### config.mk
export PLATFORM = sky130hd
export DESIGN_NAME = dac_bus_ctrl
export DESIGN_NICKNAME = d
export VERILOG_FILES = /design/src/hw/dac_ctrl_pkg.sv /design/src/hw/dac_bus_ctrl.sv /design/src/hw/strobe_timer.sv
export SDC_FILE = /design/constraint.sdc
export NUM_CORES = 1
export LEC_CHECK = 0
export BUFFER_PORTS_ARGS = -buffer_cell sky130_fd_sc_hd__buf_2
export CORE_UTILIZATION = 40
export CTS_CLUSTER_DIAMETER = 30
export DETAILED_ROUTE_END_ITERATION = 8
export GPL_ROUTABILITY_DRIVEN = 0
export PLACE_DENSITY = 0.61
export SLEW_MARGIN = 20
export SYNTH_ARGS = -nofsm -noshare
export SYNTH_HDL_FRONTEND = slang
export SYNTH_SLANG_ARGS = --single-unit
### constraint.sdc
create_clock -name sys_clk -period 1.01 [get_ports sys_clk]
set_input_delay 0.202 -clock sys_clk [delete_from_list [all_inputs] [get_ports sys_clk]]
set_output_delay 0.202 -clock sys_clk [all_outputs]
set_load 0.01 [all_outputs]
### src/hw/dac_ctrl_pkg.sv
// Shared constants for the double buffered converter bus controller
package dac_ctrl_pkg;

   // Clock and pin timing
   localparam int  SYS_CLK_HZ        = 25_000_000;
   localparam int  STROBE_MIN_NS     = 250;
   localparam int  OUTPUT_DELAY_NS   = 200;
   localparam int  NS_PER_S          = 1_000_000_000;
   localparam int  CLK_PERIOD_NS     = NS_PER_S / SYS_CLK_HZ;

   // Least times round up to whole cycles
   localparam int  STROBE_CYCLES_I   =
      (STROBE_MIN_NS + CLK_PERIOD_NS - 1) / CLK_PERIOD_NS;
   localparam int  SETTLE_CYCLES_I   =
      (OUTPUT_DELAY_NS + CLK_PERIOD_NS - 1) / CLK_PERIOD_NS;

   localparam int  TIMER_W           = 4;
   localparam logic [TIMER_W-1:0] STROBE_CYCLES =
      TIMER_W'(STROBE_CYCLES_I);
   localparam logic [TIMER_W-1:0] SETTLE_CYCLES =
      TIMER_W'(SETTLE_CYCLES_I);
   localparam logic [TIMER_W-1:0] GAP_CYCLES    = 4'h1;
   localparam logic [TIMER_W-1:0] TIMER_LAST    = 4'h1;
   localparam logic [TIMER_W-1:0] TIMER_IDLE    = 4'h0;

   // Code layout: three nibbles, most significant first
   localparam int  CODE_W            = 12;
   localparam int  NIBBLES           = 3;
   localparam int  MASK_HIGH         = 2;
   localparam int  MASK_MID          = 1;
   localparam int  MASK_LOW          = 0;
   localparam logic [NIBBLES-1:0] MASK_ALL  = 3'h7;
   localparam logic [NIBBLES-1:0] MASK_NONE = 3'h0;

   // Trim codes and the data bus reset code
   localparam logic [CODE_W-1:0] CODE_UNIPOLAR_ZERO = 12'h000;
   localparam logic [CODE_W-1:0] CODE_BIPOLAR_ZERO  = 12'h800;
   localparam logic [CODE_W-1:0] CODE_RESET         = 12'h000;

   // Command opcodes
   localparam int  OP_W              = 3;
   localparam logic [OP_W-1:0] OP_WRITE      = 3'h0;
   localparam logic [OP_W-1:0] OP_LOAD       = 3'h1;
   localparam logic [OP_W-1:0] OP_WRITE_LOAD = 3'h2;
   localparam logic [OP_W-1:0] OP_TRIM_UNI   = 3'h3;
   localparam logic [OP_W-1:0] OP_TRIM_BI    = 3'h4;

   typedef enum logic [2:0] {
      ST_IDLE,
      ST_WRITE,
      ST_GAP,
      ST_LOAD,
      ST_SETTLE
   } state_e;

endpackage

### src/hw/dac_bus_ctrl.sv
// Controller that writes and loads a double buffered 12-bit converter
//
// How it works
// [RULE1] Device latches hold at strobe 0, follow at 1
// [RULE2] Load strobe transfers without chip select
// [RULE3] All strobes level sensitive, no edges
// [RULE4] Every strobe pulse lasts at least 250 ns
// [RULE5] Chip select and enable overlap 250 ns
// [RULE6] Wait 200 ns after load before done
// [RULE7] Unipolar trim loads the all zero code
// [RULE8] Bipolar trim loads only MSB set
// [RULE9] Three nibble enables cover high, mid, low
// [RULE10] Converter register alone drives the output
// [RULE11] Chip select is asserted low
// [RULE12] One load strobe moves all twelve bits
// [RULE13] Nibble opens with select and enable; load alone
`timescale 1ns/1ps
module dac_bus_ctrl (
   input  wire logic                                 sys_clk,
   input  wire logic                                 resetn,
   input  wire logic                                 cmd_valid,
   output logic                                      cmd_ready,
   input  wire logic [dac_ctrl_pkg::OP_W-1:0]        cmd_op,
   input  wire logic [dac_ctrl_pkg::CODE_W-1:0]      cmd_code,
   input  wire logic [dac_ctrl_pkg::NIBBLES-1:0]     cmd_nibble_mask,
   output logic                                      done,
   output logic [dac_ctrl_pkg::CODE_W-1:0]           dac_data,
   output logic                                      chip_select_n,
   output logic                                      high_nibble_enable,
   output logic                                      mid_nibble_enable,
   output logic                                      low_nibble_enable,
   output logic                                      converter_load_strobe
);

   ////////////////////////////////////////////////////////////////////
   // Reset release

   logic                                   rst_meta;
   logic                                   rst_n;

   // Asynchronous assert, release through two flops
   always_ff @(posedge sys_clk or negedge resetn) begin
      if (!resetn) begin
         rst_meta <= 1'b0;
         rst_n    <= 1'b0;
      end else begin
         rst_meta <= 1'b1;
         rst_n    <= rst_meta;
      end
   end

   ////////////////////////////////////////////////////////////////////
   // Command decode and sequencing

   dac_ctrl_pkg::state_e                   state;
   dac_ctrl_pkg::state_e                   next_state;
   logic [dac_ctrl_pkg::NIBBLES-1:0]       mask;
   logic [dac_ctrl_pkg::NIBBLES-1:0]       next_mask;
   logic [dac_ctrl_pkg::CODE_W-1:0]        next_code;
   logic                                   load_after;
   logic                                   next_load_after;
   logic                                   take;
   logic                                   timer_start;
   logic [dac_ctrl_pkg::TIMER_W-1:0]       timer_length;
   logic                                   timer_last;

   assign cmd_ready = (state == dac_ctrl_pkg::ST_IDLE);
   assign take      = cmd_valid && cmd_ready;

   // What an accepted command writes, and whether it loads afterwards
   always_comb begin
      next_code       = cmd_code;
      next_mask       = cmd_nibble_mask;
      next_load_after = 1'b0;
      unique case (cmd_op)
         dac_ctrl_pkg::OP_WRITE: begin
         end
         dac_ctrl_pkg::OP_LOAD: begin
            next_mask       = dac_ctrl_pkg::MASK_NONE;
            next_load_after = 1'b1;
         end
         dac_ctrl_pkg::OP_WRITE_LOAD: begin
            next_load_after = 1'b1;
         end
         dac_ctrl_pkg::OP_TRIM_UNI: begin
            next_code       = dac_ctrl_pkg::CODE_UNIPOLAR_ZERO; // see [RULE7]
            next_mask       = dac_ctrl_pkg::MASK_ALL;
            next_load_after = 1'b1;
         end
         dac_ctrl_pkg::OP_TRIM_BI: begin
            next_code       = dac_ctrl_pkg::CODE_BIPOLAR_ZERO; // see [RULE8]
            next_mask       = dac_ctrl_pkg::MASK_ALL;
            next_load_after = 1'b1;
         end
         default: begin
            // Unknown opcodes complete at once with nothing driven
            next_mask       = dac_ctrl_pkg::MASK_NONE;
         end
      endcase
   end

   // State transitions; each strobe state lasts its whole interval
   always_comb begin
      next_state   = state;
      timer_start  = 1'b0;
      timer_length = dac_ctrl_pkg::STROBE_CYCLES;
      unique case (state)
         dac_ctrl_pkg::ST_IDLE: begin
            if (take && next_mask != dac_ctrl_pkg::MASK_NONE) begin
               next_state  = dac_ctrl_pkg::ST_WRITE;
               timer_start = 1'b1;
            end else if (take && next_load_after) begin
               next_state  = dac_ctrl_pkg::ST_LOAD;
               timer_start = 1'b1;
            end
         end
         dac_ctrl_pkg::ST_WRITE: begin
            if (timer_last) begin // see [RULE4] [RULE5]
               next_state   = dac_ctrl_pkg::ST_GAP;
               timer_start  = 1'b1;
               timer_length = dac_ctrl_pkg::GAP_CYCLES;
            end
         end
         dac_ctrl_pkg::ST_GAP: begin
            if (timer_last && load_after) begin
               next_state  = dac_ctrl_pkg::ST_LOAD;
               timer_start = 1'b1;
            end else if (timer_last) begin
               next_state  = dac_ctrl_pkg::ST_IDLE;
            end
         end
         dac_ctrl_pkg::ST_LOAD: begin
            if (timer_last) begin // see [RULE4]
               next_state   = dac_ctrl_pkg::ST_SETTLE;
               timer_start  = 1'b1;
               timer_length = dac_ctrl_pkg::SETTLE_CYCLES;
            end
         end
         dac_ctrl_pkg::ST_SETTLE: begin
            if (timer_last) begin // see [RULE6]
               next_state = dac_ctrl_pkg::ST_IDLE;
            end
         end
      endcase
   end

   strobe_timer u_timer (
      .clk    (sys_clk),
      .rst_n  (rst_n),
      .start  (timer_start),
      .length (timer_length),
      .last   (timer_last)
   );

   always_ff @(posedge sys_clk or negedge rst_n) begin
      if (!rst_n) begin
         state <= dac_ctrl_pkg::ST_IDLE;
      end else begin
         state <= next_state;
      end
   end

   // Command held for the whole sequence
   always_ff @(posedge sys_clk or negedge rst_n) begin
      if (!rst_n) begin
         mask       <= dac_ctrl_pkg::MASK_NONE;
         load_after <= 1'b0;
      end else if (take) begin
         mask       <= next_mask;
         load_after <= next_load_after;
      end
   end

   // Completion pulse after settle, after the gap of a write without load, or for a command that does nothing
   always_ff @(posedge sys_clk or negedge rst_n) begin
      if (!rst_n) begin
         done <= 1'b0;
      end else begin
         done <= (state == dac_ctrl_pkg::ST_SETTLE && timer_last)
              || (state == dac_ctrl_pkg::ST_GAP && timer_last
                  && !load_after)
              || (take && next_state == dac_ctrl_pkg::ST_IDLE);
      end
   end

   ////////////////////////////////////////////////////////////////////
   // Pins

   // Data bus changes only on acceptance, at the same edge that select falls and
   // the enables rise, and stays stable long after any strobe falls
   always_ff @(posedge sys_clk or negedge rst_n) begin
      if (!rst_n) begin
         dac_data <= dac_ctrl_pkg::CODE_RESET;
      end else if (take && next_mask != dac_ctrl_pkg::MASK_NONE) begin
         dac_data <= next_code;
      end
   end

   // Strobes are registered from next_state so they never glitch;
   // the device latches are transparent, a glitch would corrupt them
   always_ff @(posedge sys_clk or negedge rst_n) begin
      if (!rst_n) begin
         chip_select_n      <= 1'b1;
         high_nibble_enable <= 1'b0;
         mid_nibble_enable  <= 1'b0;
         low_nibble_enable  <= 1'b0;
      end else if (next_state == dac_ctrl_pkg::ST_WRITE) begin // see [RULE9]
         // Select low and enables high together for the full width
         chip_select_n      <= 1'b0; // see [RULE11] [RULE13] [RULE3]
         high_nibble_enable <= (take ? next_mask[dac_ctrl_pkg::MASK_HIGH]
                                     : mask[dac_ctrl_pkg::MASK_HIGH]);
         mid_nibble_enable  <= (take ? next_mask[dac_ctrl_pkg::MASK_MID]
                                     : mask[dac_ctrl_pkg::MASK_MID]);
         low_nibble_enable  <= (take ? next_mask[dac_ctrl_pkg::MASK_LOW]
                                     : mask[dac_ctrl_pkg::MASK_LOW]);
      end else begin
         // Dropping to 0 makes the device hold the nibbles
         chip_select_n      <= 1'b1; // see [RULE1]
         high_nibble_enable <= 1'b0;
         mid_nibble_enable  <= 1'b0;
         low_nibble_enable  <= 1'b0;
      end
   end

   // Load strobe runs with chip select released; one pulse moves all
   // nibbles into the converter register at once
   always_ff @(posedge sys_clk or negedge rst_n) begin
      if (!rst_n) begin
         converter_load_strobe <= 1'b0;
      end else begin
         converter_load_strobe <= // see [RULE2] [RULE12]
            (next_state == dac_ctrl_pkg::ST_LOAD); // see [RULE10]
      end
   end

endmodule

### src/hw/strobe_timer.sv
// Down counter that times strobe, gap and settle intervals
`timescale 1ns/1ps
module strobe_timer (
   input  wire logic                             clk,
   input  wire logic                             rst_n,
   input  wire logic                             start,
   input  wire logic [dac_ctrl_pkg::TIMER_W-1:0] length,
   output logic                                  last
);

   logic [dac_ctrl_pkg::TIMER_W-1:0] count;

   // Loaded on start, then counts down to idle
   always_ff @(posedge clk or negedge rst_n) begin
      if (!rst_n) begin
         count <= dac_ctrl_pkg::TIMER_IDLE;
      end else if (start) begin
         count <= length;
      end else if (count != dac_ctrl_pkg::TIMER_IDLE) begin
         count <= count - dac_ctrl_pkg::TIMER_LAST;
      end
   end

   // High in the final cycle of an interval of length cycles
   assign last = (count == dac_ctrl_pkg::TIMER_LAST);

endmodule

Word-level counts from Yosys, hierarchy flattened

Index checks and enable logic that the tools add are counted.

Flip-flop bits (word level): 31
Input bits: 21
Word-level logic and storage cells: 73
Output and inout bits: 19

Equal/unequal tests: 11
Reduce and logical (&&, ||, !) cells: 21
Multiplexer cells: 27
Add/subtract/negate cells: 1

Operator list:

| kind                | count |
|---|---|
| $pmux 12 s2         | 1 |
| $mux 3              | 7 |
| $eq 3x2->1 const B  | 5 |
| $pmux 3 s5          | 1 |
| $mux 1              | 12 |
| $pmux 3 s2          | 2 |
| $eq 3x1->1 const B  | 3 |
| $logic_not 3->1     | 3 |
| $logic_and 1x1->1   | 8 |
| $mux 4              | 2 |
| $eq 3x3->1 const B  | 2 |
| $reduce_or 2->1     | 3 |
| $eq 4x1->1 const B  | 1 |
| $reduce_bool 4->1   | 1 |
| $reduce_or 4->1     | 1 |
| $sub 4x1->4 const B | 1 |
| $pmux 1 s3          | 1 |
| $reduce_bool 3->1   | 1 |
| $logic_or 1x1->1    | 2 |
| $mux 2              | 1 |
| $reduce_bool 2->1   | 1 |
| $logic_not 1->1     | 1 |

Depth between registers and ports, before layout

Gate-level depths: netlist (run 1).

Word-level depth: 10
Depth in mapped cells: 7
Mapped depth without buffers: 6

Cells and area by module

A second synthesis (run 1) with hierarchy kept.

Cell total of the unflattened synthesis: 158
Area total of the unflattened synthesis: 1604.0 um2

Modules (own cells, without submodules):

| module       | seq. area each (um2) | cells an instance | times used | area each (um2) |
|---|---|---|---|---|
| dac_bus_ctrl | 676.9                | 134               | 1          | 1338.8 |
| strobe_timer | 100.1                | 24                | 1          | 265.3 |

Worst setup path after synthesis (run 1)

No wires, ideal clock.

Kind: reg2reg
From: register u_timer.count[1] (netlist bit)
To: register converter_load_strobe
Setup slack: -904 ps
Arrival time: 1777 ps
Required time: 873 ps
Library setup time: 137 ps
Clock period less this slack: 1914 ps
Path buffers: 1
Cell stages (with the launch flop): 8
Path through: dfrtp_1 -> inv_1 -> ha_1 -> or3b_1 -> buf_2 -> a211o_1 -> a221o_1 -> nor3b_2

Word-level cells in the longest chain between the ends: 5
Elaborated cells on any way between the ends: 8
Classes of those cells: 2 x eq/ne; 5 x mux; 1 x reduce/logical

Ends and longest elaborated chain:

| item                                        | line                                                          | source |
|---|---|---|
| start, declared                             | strobe_timer.sv:11                                            | `logic [dac_ctrl_pkg::TIMER_W-1:0] count;` |
| start signal, assigned                      | strobe_timer.sv:16                                            | `count <= dac_ctrl_pkg::TIMER_IDLE;` |
| start signal, assigned                      | strobe_timer.sv:18                                            | `count <= length;` |
| start signal, assigned                      | strobe_timer.sv:20                                            | `count <= count - dac_ctrl_pkg::TIMER_LAST;` |
| $eq 4x1->1 (*)                              | strobe_timer.sv:25                                            | `assign last = (count == dac_ctrl_pkg::TIMER_LAST);` |
| $mux 3 or $logic_and 1x1->1 (tied branches) | dac_bus_ctrl.sv:128, dac_bus_ctrl.sv:140, dac_bus_ctrl.sv:125 |  |
| $mux 3                                      | dac_bus_ctrl.sv:125                                           | `if (timer_last && load_after) begin` |
| $pmux 3 s5 (*)                              | dac_bus_ctrl.sv:107                                           | `unique case (state)` |
| via next_state[1]                           | dac_bus_ctrl.sv:56                                            | `dac_ctrl_pkg::state_e next_state;` |
| $eq 3x2->1 (*)                              | dac_bus_ctrl.sv:232                                           | `(next_state == dac_ctrl_pkg::ST_LOAD);` |
| end signal, assigned                        | dac_bus_ctrl.sv:231                                           | `converter_load_strobe <=` |
| end, declared                               | dac_bus_ctrl.sv:32                                            | `output logic converter_load_strobe` |

Mark *: on every way through the listed nets, which the timed path passes. The rest lies on a longest branch.
A chain may end at the register's enable or synchronous reset.

Worst setup path after layout (run 1)

Ends and elaborated chain as after synthesis.

==> results of run 1 <==
[sequential cells by signal, indices dropped and copies added (netlist names), 3 cells and up]
signal         cells
dac_data          12
mask               3
state              3
u_timer.count      4
[worst max-delay path, stage by stage (launching register included)]
cell     delay, ns
dfrtp_1       0.38
inv_2         0.08
ha_4          0.13
or3b_4        0.41
a211o_1       0.24
a221o_1       0.31
nor3b_2       0.16
[metrics by stage]
step | total power, mW | hold WS, ns
after floorplan | 3.63 | -0.0936
after global placement | 4.53 | -0.0141
after detailed placement | 4.65 | -0.00913
after CTS | 6.38 | 0.138
after global routing | 7.32 | 0.143
final | 6.87 | 0.144
[synthesized netlist by cell type (all sizes together), types with 2 or more instances]
master  instances
nor3b           6
inv             6
a21oi           8
a211o           2
or3             2
ha              3
clkbuf          5
nand2          30
or2             2
o32ai           2
buf             3
nor2            4
dfrtp          30
o21ai          21
nor3            8
and2            2
nor4            2
a21o            2
a211oi          2
[power by group through the flow]
stage / logic, mW / clock network [mW] / registers [mW]
floorplan: 1.48 / 0 / 2.15
global placement: 2.58 / 0 / 1.95
finish: 3.81 / 1.08 / 1.98
CTS: 3.31 / 1.10 / 1.96
detailed placement: 2.69 / 0 / 1.97
global route: 4.11 / 1.17 / 2.03
[cell type report]
class | count | area share, %
multi-input combinational | 112 | 36.3
clock buffer | 7 | 3.92
clock inverter | 1 | 0.306
sequential | 31 | 31.7
inverter | 6 | 0.917
tap | 46 | 2.34
timing repair buffer | 88 | 24.6
[placed cells by master, fill, tap and decap left out, drive strengths merged, types with 2 or more instances in the layout]
cell	count
buf	87
dfrtp	30
nand2	30
o21ai	21
nor3	8
a21oi	8
clkbuf	7
inv	6
nor3b	6
nor2	4
ha	3
or3	2
or2	2
a211o	2
and2	2
a21o	2
nor4	2
a211oi	2
o32ai	2
[kinds of logic (layout without fill, tap and decap cells)]
kind of cell    after synthesis  in the layout  share of synthesized area (%)
buf+inv                      14            102                           4.54
mux                           1              1                          0.661
simple gates                 60             60                           21.5
compound gates               45             45                           18.2
other cells                   1              1                          0.247
xor+xnor                      2              2                           1.16
flops                        31             31                           51.3
fa+ha+maj                     3              3                           2.48
[what timing repair did]
action	CTS	global route
buffers inserted	8	8
hold buffers	1	0
pin swaps	9	5
endpoints found under the setup margin	34	44
resized for setup	29	18
hold endpoints to repair	2	0
gates cloned	0	3
[worst max-delay path by stage]
stage	start	endpoint
3_5_place_dp	u_timer.count[1]$_DFFE_PN0P_	converter_load_strobe$_DFF_PN0_
2_1_floorplan	u_timer.count[1]$_DFFE_PN0P_	converter_load_strobe$_DFF_PN0_
6_report	u_timer.count[1]$_DFFE_PN0P_	converter_load_strobe$_DFF_PN0_
3_3_place_gp	u_timer.count[1]$_DFFE_PN0P_	converter_load_strobe$_DFF_PN0_
5_1_grt	u_timer.count[1]$_DFFE_PN0P_	converter_load_strobe$_DFF_PN0_
4_1_cts	u_timer.count[1]$_DFFE_PN0P_	converter_load_strobe$_DFF_PN0_
[per-layer routing]
layer  share of wire [%]  track usage [%]
met4                 2.9             8.81
met2                  52             39.9
met3                 5.0             6.16
met1                  40             24.9
met5                   0                0
==> metrics.yaml, run 1 <==
status: "finished, violations left"
violations: "negative setup slack"
fin_worst_skew_ns: 0.00261
drt-total-wl_microns: 4430
wl_per_cell_microns: 15.2
io_buffers: 39
drc_errors: 0
final_cell_area_sq_um: 2450
dp_hpwl_microns: 2890
insertion_delay_ns: 0.28
grt_pass1_vias: 1518
finalSetupViolCount: 32
ys.flop_type: "dfrtp_1"
cts_tree: "done"
ant_nets: 0
synth_edf_count: 0
antennaDiodeCount: 0
clkSinkCount: 31
worstMarginPinSlew_ns: 0.507
finalMaxSlewViolations: 0
r2r_start: "u_timer.count[1]$_DFFE_PN0P_"
dp.cells: 264
gr-usage-all-layers_pct: 22.4
hold-path-endpoint: "dac_data[0]$_DFFE_PN0P_"
ys_seq_area_share_pct: 51.3
synth_top_area_share_pct: 49.5
min_from: "cmd_code[0]"
combinationalPowerShare_pct: 55.5
tns_ns: -17.59
worst_slack_ns: -0.805
grt_max_degree: 25
drtIter0Drc: 44
worst_ep_arrival_time_ns: 1.99
nFillCells: 285
io_pins: 40
area_growth_pct: 62.0
viasPerCell: 5.12
fp.dieH_microns: 63.5
initial_utilization_pct: 43.7
synth_seq_cells: 31
syn-mean-instance-area_sq_um: 9.65
multi_input_area_sq_um: 891
nets: 268
cts_buffers: 5
p_int_mw: 4.22
clock-root-buffer: "clkbuf_8"
power_frac_clock_pct: 15.8
p_leak_nw: 1.21
grt_overflow: 0
utilization_pct: 70.8
maxCapViolations: 0
max_clock_freq_mhz: 551
power_density_nw_per_um2: 2800
die_w_microns: 63.5
reg2reg_depth: 6
rsz0062_at_grt: "true"
ff_latch_area_sq_um: 777
start_kind: "flop"
hold_viol: 0
final_layout_size_suffix_gt1_share_pct: 53.5
rr_endpoint: "converter_load_strobe$_DFF_PN0_"
first_pass_iters: 4
worstPathMaxFanout: 5
yosys.area.top_type: "dfrtp_1"
regToRegSetupSlack_ns: -0.80
hold_path_depth: 3
cp-end-kind: "flop"
num_vias: 1491
post-route-period-util_pct: 180
crit_type: "reg -> reg"
grt_pass1_wl_microns: 6880
synth_top_cells_by_area: "dfrtp_1 (50%), nand2_1 (7.4%), o21ai_0 (5.0%)"
critPathRequiredTime_ns: 1.18
yosysWarningCount: 0
min_path_type: "in -> reg"
power.share.switching_pct: 38.6
vdd_drop_max_v: 0.00166
dieArea_sq_um: 4040
rows: 21
clkTransAtPathRegs_ns: 0.07
coreArea_sq_um: 3470
synth_area_sq_um: 1520
synth_fp_nets: 181
h-tree-depth: 2
ys_types: 40
post-place-ws_ns: -0.957
place_area_sq_um: 2000
slew_headroom_pct: 66.2
p_switching_mw: 2.65
async_reset_ff_share_pct: 100
syn_inst: 157
power_frac_seq_pct: 28.8
antenna_found_initial: 0
fin_crit_ns: 1.81
final_cells: 291
cts_max_path_buffers: 2
(Power assumes the default switching activity.)
==> run 2, diff against run 1 <==
CTS_BUF_LIST = sky130_fd_sc_hd__clkbuf_8   (was unset)
PLACE_DENSITY = 0.73   (was 0.61)
==> metrics.yaml, run 2 (synthesized netlist as in run 1, its figures left out) <==
wl_per_cell_microns: 14.6
crit_type: "reg -> reg"
antennaDiodeCount: 0
violations: "negative setup slack"
insertion_delay_ns: 0.28
layout_common_cells: "buf_4 (39), buf_2 (37), dfrtp_1 (30)"
grt_overflow: 0
nets: 267
dieArea_sq_um: 4040
place_area_sq_um: 2040
drc_errors: 0
reg_top3: "dac_data x12, u_timer.count x4"
final_cell_area_sq_um: 2450
p_int_mw: 4.32
power_density_nw_per_um2: 2840
worstPathMaxFanout: 4
min_from: "cmd_code[1]"
fp.dieH_microns: 63.5
io_pins: 40
post-route-period-util_pct: 190
path_cells: "inv_2, ha_4, or3b_4, a211o_1, a221o_1, nor3b_2"
r2r_start: "u_timer.count[1]$_DFFE_PN0P_"
cts_buffers: 5
hold-path-endpoint: "dac_data[1]$_DFFE_PN0P_"
cts_max_path_buffers: 2
viasPerCell: 5.24
grt_pass1_vias: 1352
rsz0062_at_grt: "true"
hold_viol: 0
dp_hpwl_microns: 2560
slew_headroom_pct: 65.7
cpPeakStageDelay_ns: 0.41
max_clock_freq_mhz: 521
power_frac_clock_pct: 18.2
regToRegSetupSlack_ns: -0.91
antenna_found_initial: 0
grt_max_degree: 30
utilization_pct: 70.7
rows: 21
ant_nets: 0
area_growth_pct: 61.8
rr_endpoint: "converter_load_strobe$_DFF_PN0_"
worstMarginPinSlew_ns: 0.512
power_frac_seq_pct: 29.2
vdd_drop_max_v: 0.00136
largest_reg_flops: 12
gr-usage-all-layers_pct: 21.4
power.share.switching_pct: 37.9
coreArea_sq_um: 3470
clkSinkCount: 31
finalSetupViolCount: 32
reg2reg_depth: 6
regMostFlops: "dac_data"
status: "finished, violations left"
p_leak_nw: 1.22
clkTransAtPathRegs_ns: 0.06
finalMaxSlewViolations: 0
worst_ep_arrival_time_ns: 2.08
critPathRequiredTime_ns: 1.17
hold_slack_ns: 0.142
drt-total-wl_microns: 4230
drtIter0Drc: 85
final_layout_size_suffix_gt1_share_pct: 51.6
num_vias: 1521
min_path_type: "in -> reg"
cp-end-kind: "flop"
cts_tree: "done"
io_buffers: 39
p_total_mw: 6.95
worst_slack_ns: -0.910
die_w_microns: 63.5
fin_worst_skew_ns: 0.00413
initial_utilization_pct: 43.7
grt_pass1_wl_microns: 6500
hold_path_depth: 3
clock-root-buffer: "clkbuf_8"
crit_slowest_cell: "or3b_4"
combinationalPowerShare_pct: 52.6
maxCapViolations: 0
final_common_cell: "buf_4"
first_pass_iters: 4
fin_crit_ns: 1.92
p_switching_mw: 2.64
h-tree-depth: 2
start_kind: "flop"
==> run 2: cell count changes in the layout (fill, tap and decap cells not counted), sizes merged <==
cell,before,now
clkinv,0,1
buf,87,86
clkbuf,7,6
clkinvlp,1,0
bufinv,0,1
==> run 2: how the worst max path moves through the flow <==
stage,start,to,slack [ns],depth (start not counted)
2_1_floorplan,u_timer.count[1]$_DFFE_PN0P_,converter_load_strobe$_DFF_PN0_,-0.85,7
3_3_place_gp,u_timer.count[1]$_DFFE_PN0P_,converter_load_strobe$_DFF_PN0_,-0.84,6
3_5_place_dp,u_timer.count[1]$_DFFE_PN0P_,converter_load_strobe$_DFF_PN0_,-0.86,6
4_1_cts,u_timer.count[1]$_DFFE_PN0P_,converter_load_strobe$_DFF_PN0_,-0.83,6
5_1_grt,u_timer.count[1]$_DFFE_PN0P_,converter_load_strobe$_DFF_PN0_,-0.95,6
6_report,u_timer.count[1]$_DFFE_PN0P_,converter_load_strobe$_DFF_PN0_,-0.91,6
==> run 2: through the flow <==
step / setup slack [ns] / instances / setup TNS [ns]
after CTS: -0.828 / 284 / -16.75
after global placement: -0.843 / 266 / -16.06
after detailed placement: -0.864 / 266 / -16.64
after global routing: -0.950 / 290 / -19.76
after floorplan: -0.854 / 157 / -14.04
final: -0.910 / 290 / -17.60
==> run 2: what timing repair did <==
item,CTS,global route
setup buffers,9,7
hold buffers,1,0
endpoints found under the hold margin,2,0
endpoints found under the setup margin,36,43
gates resized for setup,25,11
pin swaps,8,10
==> run 2: layer usage <==
metal	vias up	part of all wire [%]	GRT usage (%)
met2	45	50	34.6
met4	0	1.8	7.67
met3	11	4.0	5.98
met1	742	45	27.1
li1	723	-	-
met5	-	0	0
==> run 2: final cells by class <==
cell class | instances | area (sq um)
Sequential cell | 31 | 777
Inverter | 6 | 22.5
Multi-Input combinational cell | 112 | 851
Clock inverter | 2 | 35.0
Timing Repair Buffer | 87 | 626
Fill cell | 267 | 1020
Clock buffer | 6 | 82.6
Tap cell | 46 | 57.6
==> run 2: worst max-delay path: cells and delay by family, from the launching register on <==
kind | cells | cell delay, ns
buf+inv | 1 | 0.09
simple gates | 2 | 0.57
flops | 1 | 0.40
fa+ha+maj | 1 | 0.13
compound gates | 2 | 0.60
==> run 2: power by group through the flow <==
stage | clock (mW) | sequential (mW) | combinational (mW)
6_report | 1.26 | 2.03 | 3.66
5_1_grt | 1.35 | 2.08 | 3.94
4_1_cts | 1.28 | 2.01 | 3.25
3_5_place_dp | 0 | 1.98 | 2.69
3_3_place_gp | 0 | 1.97 | 2.66
2_1_floorplan | 0 | 2.15 | 1.48
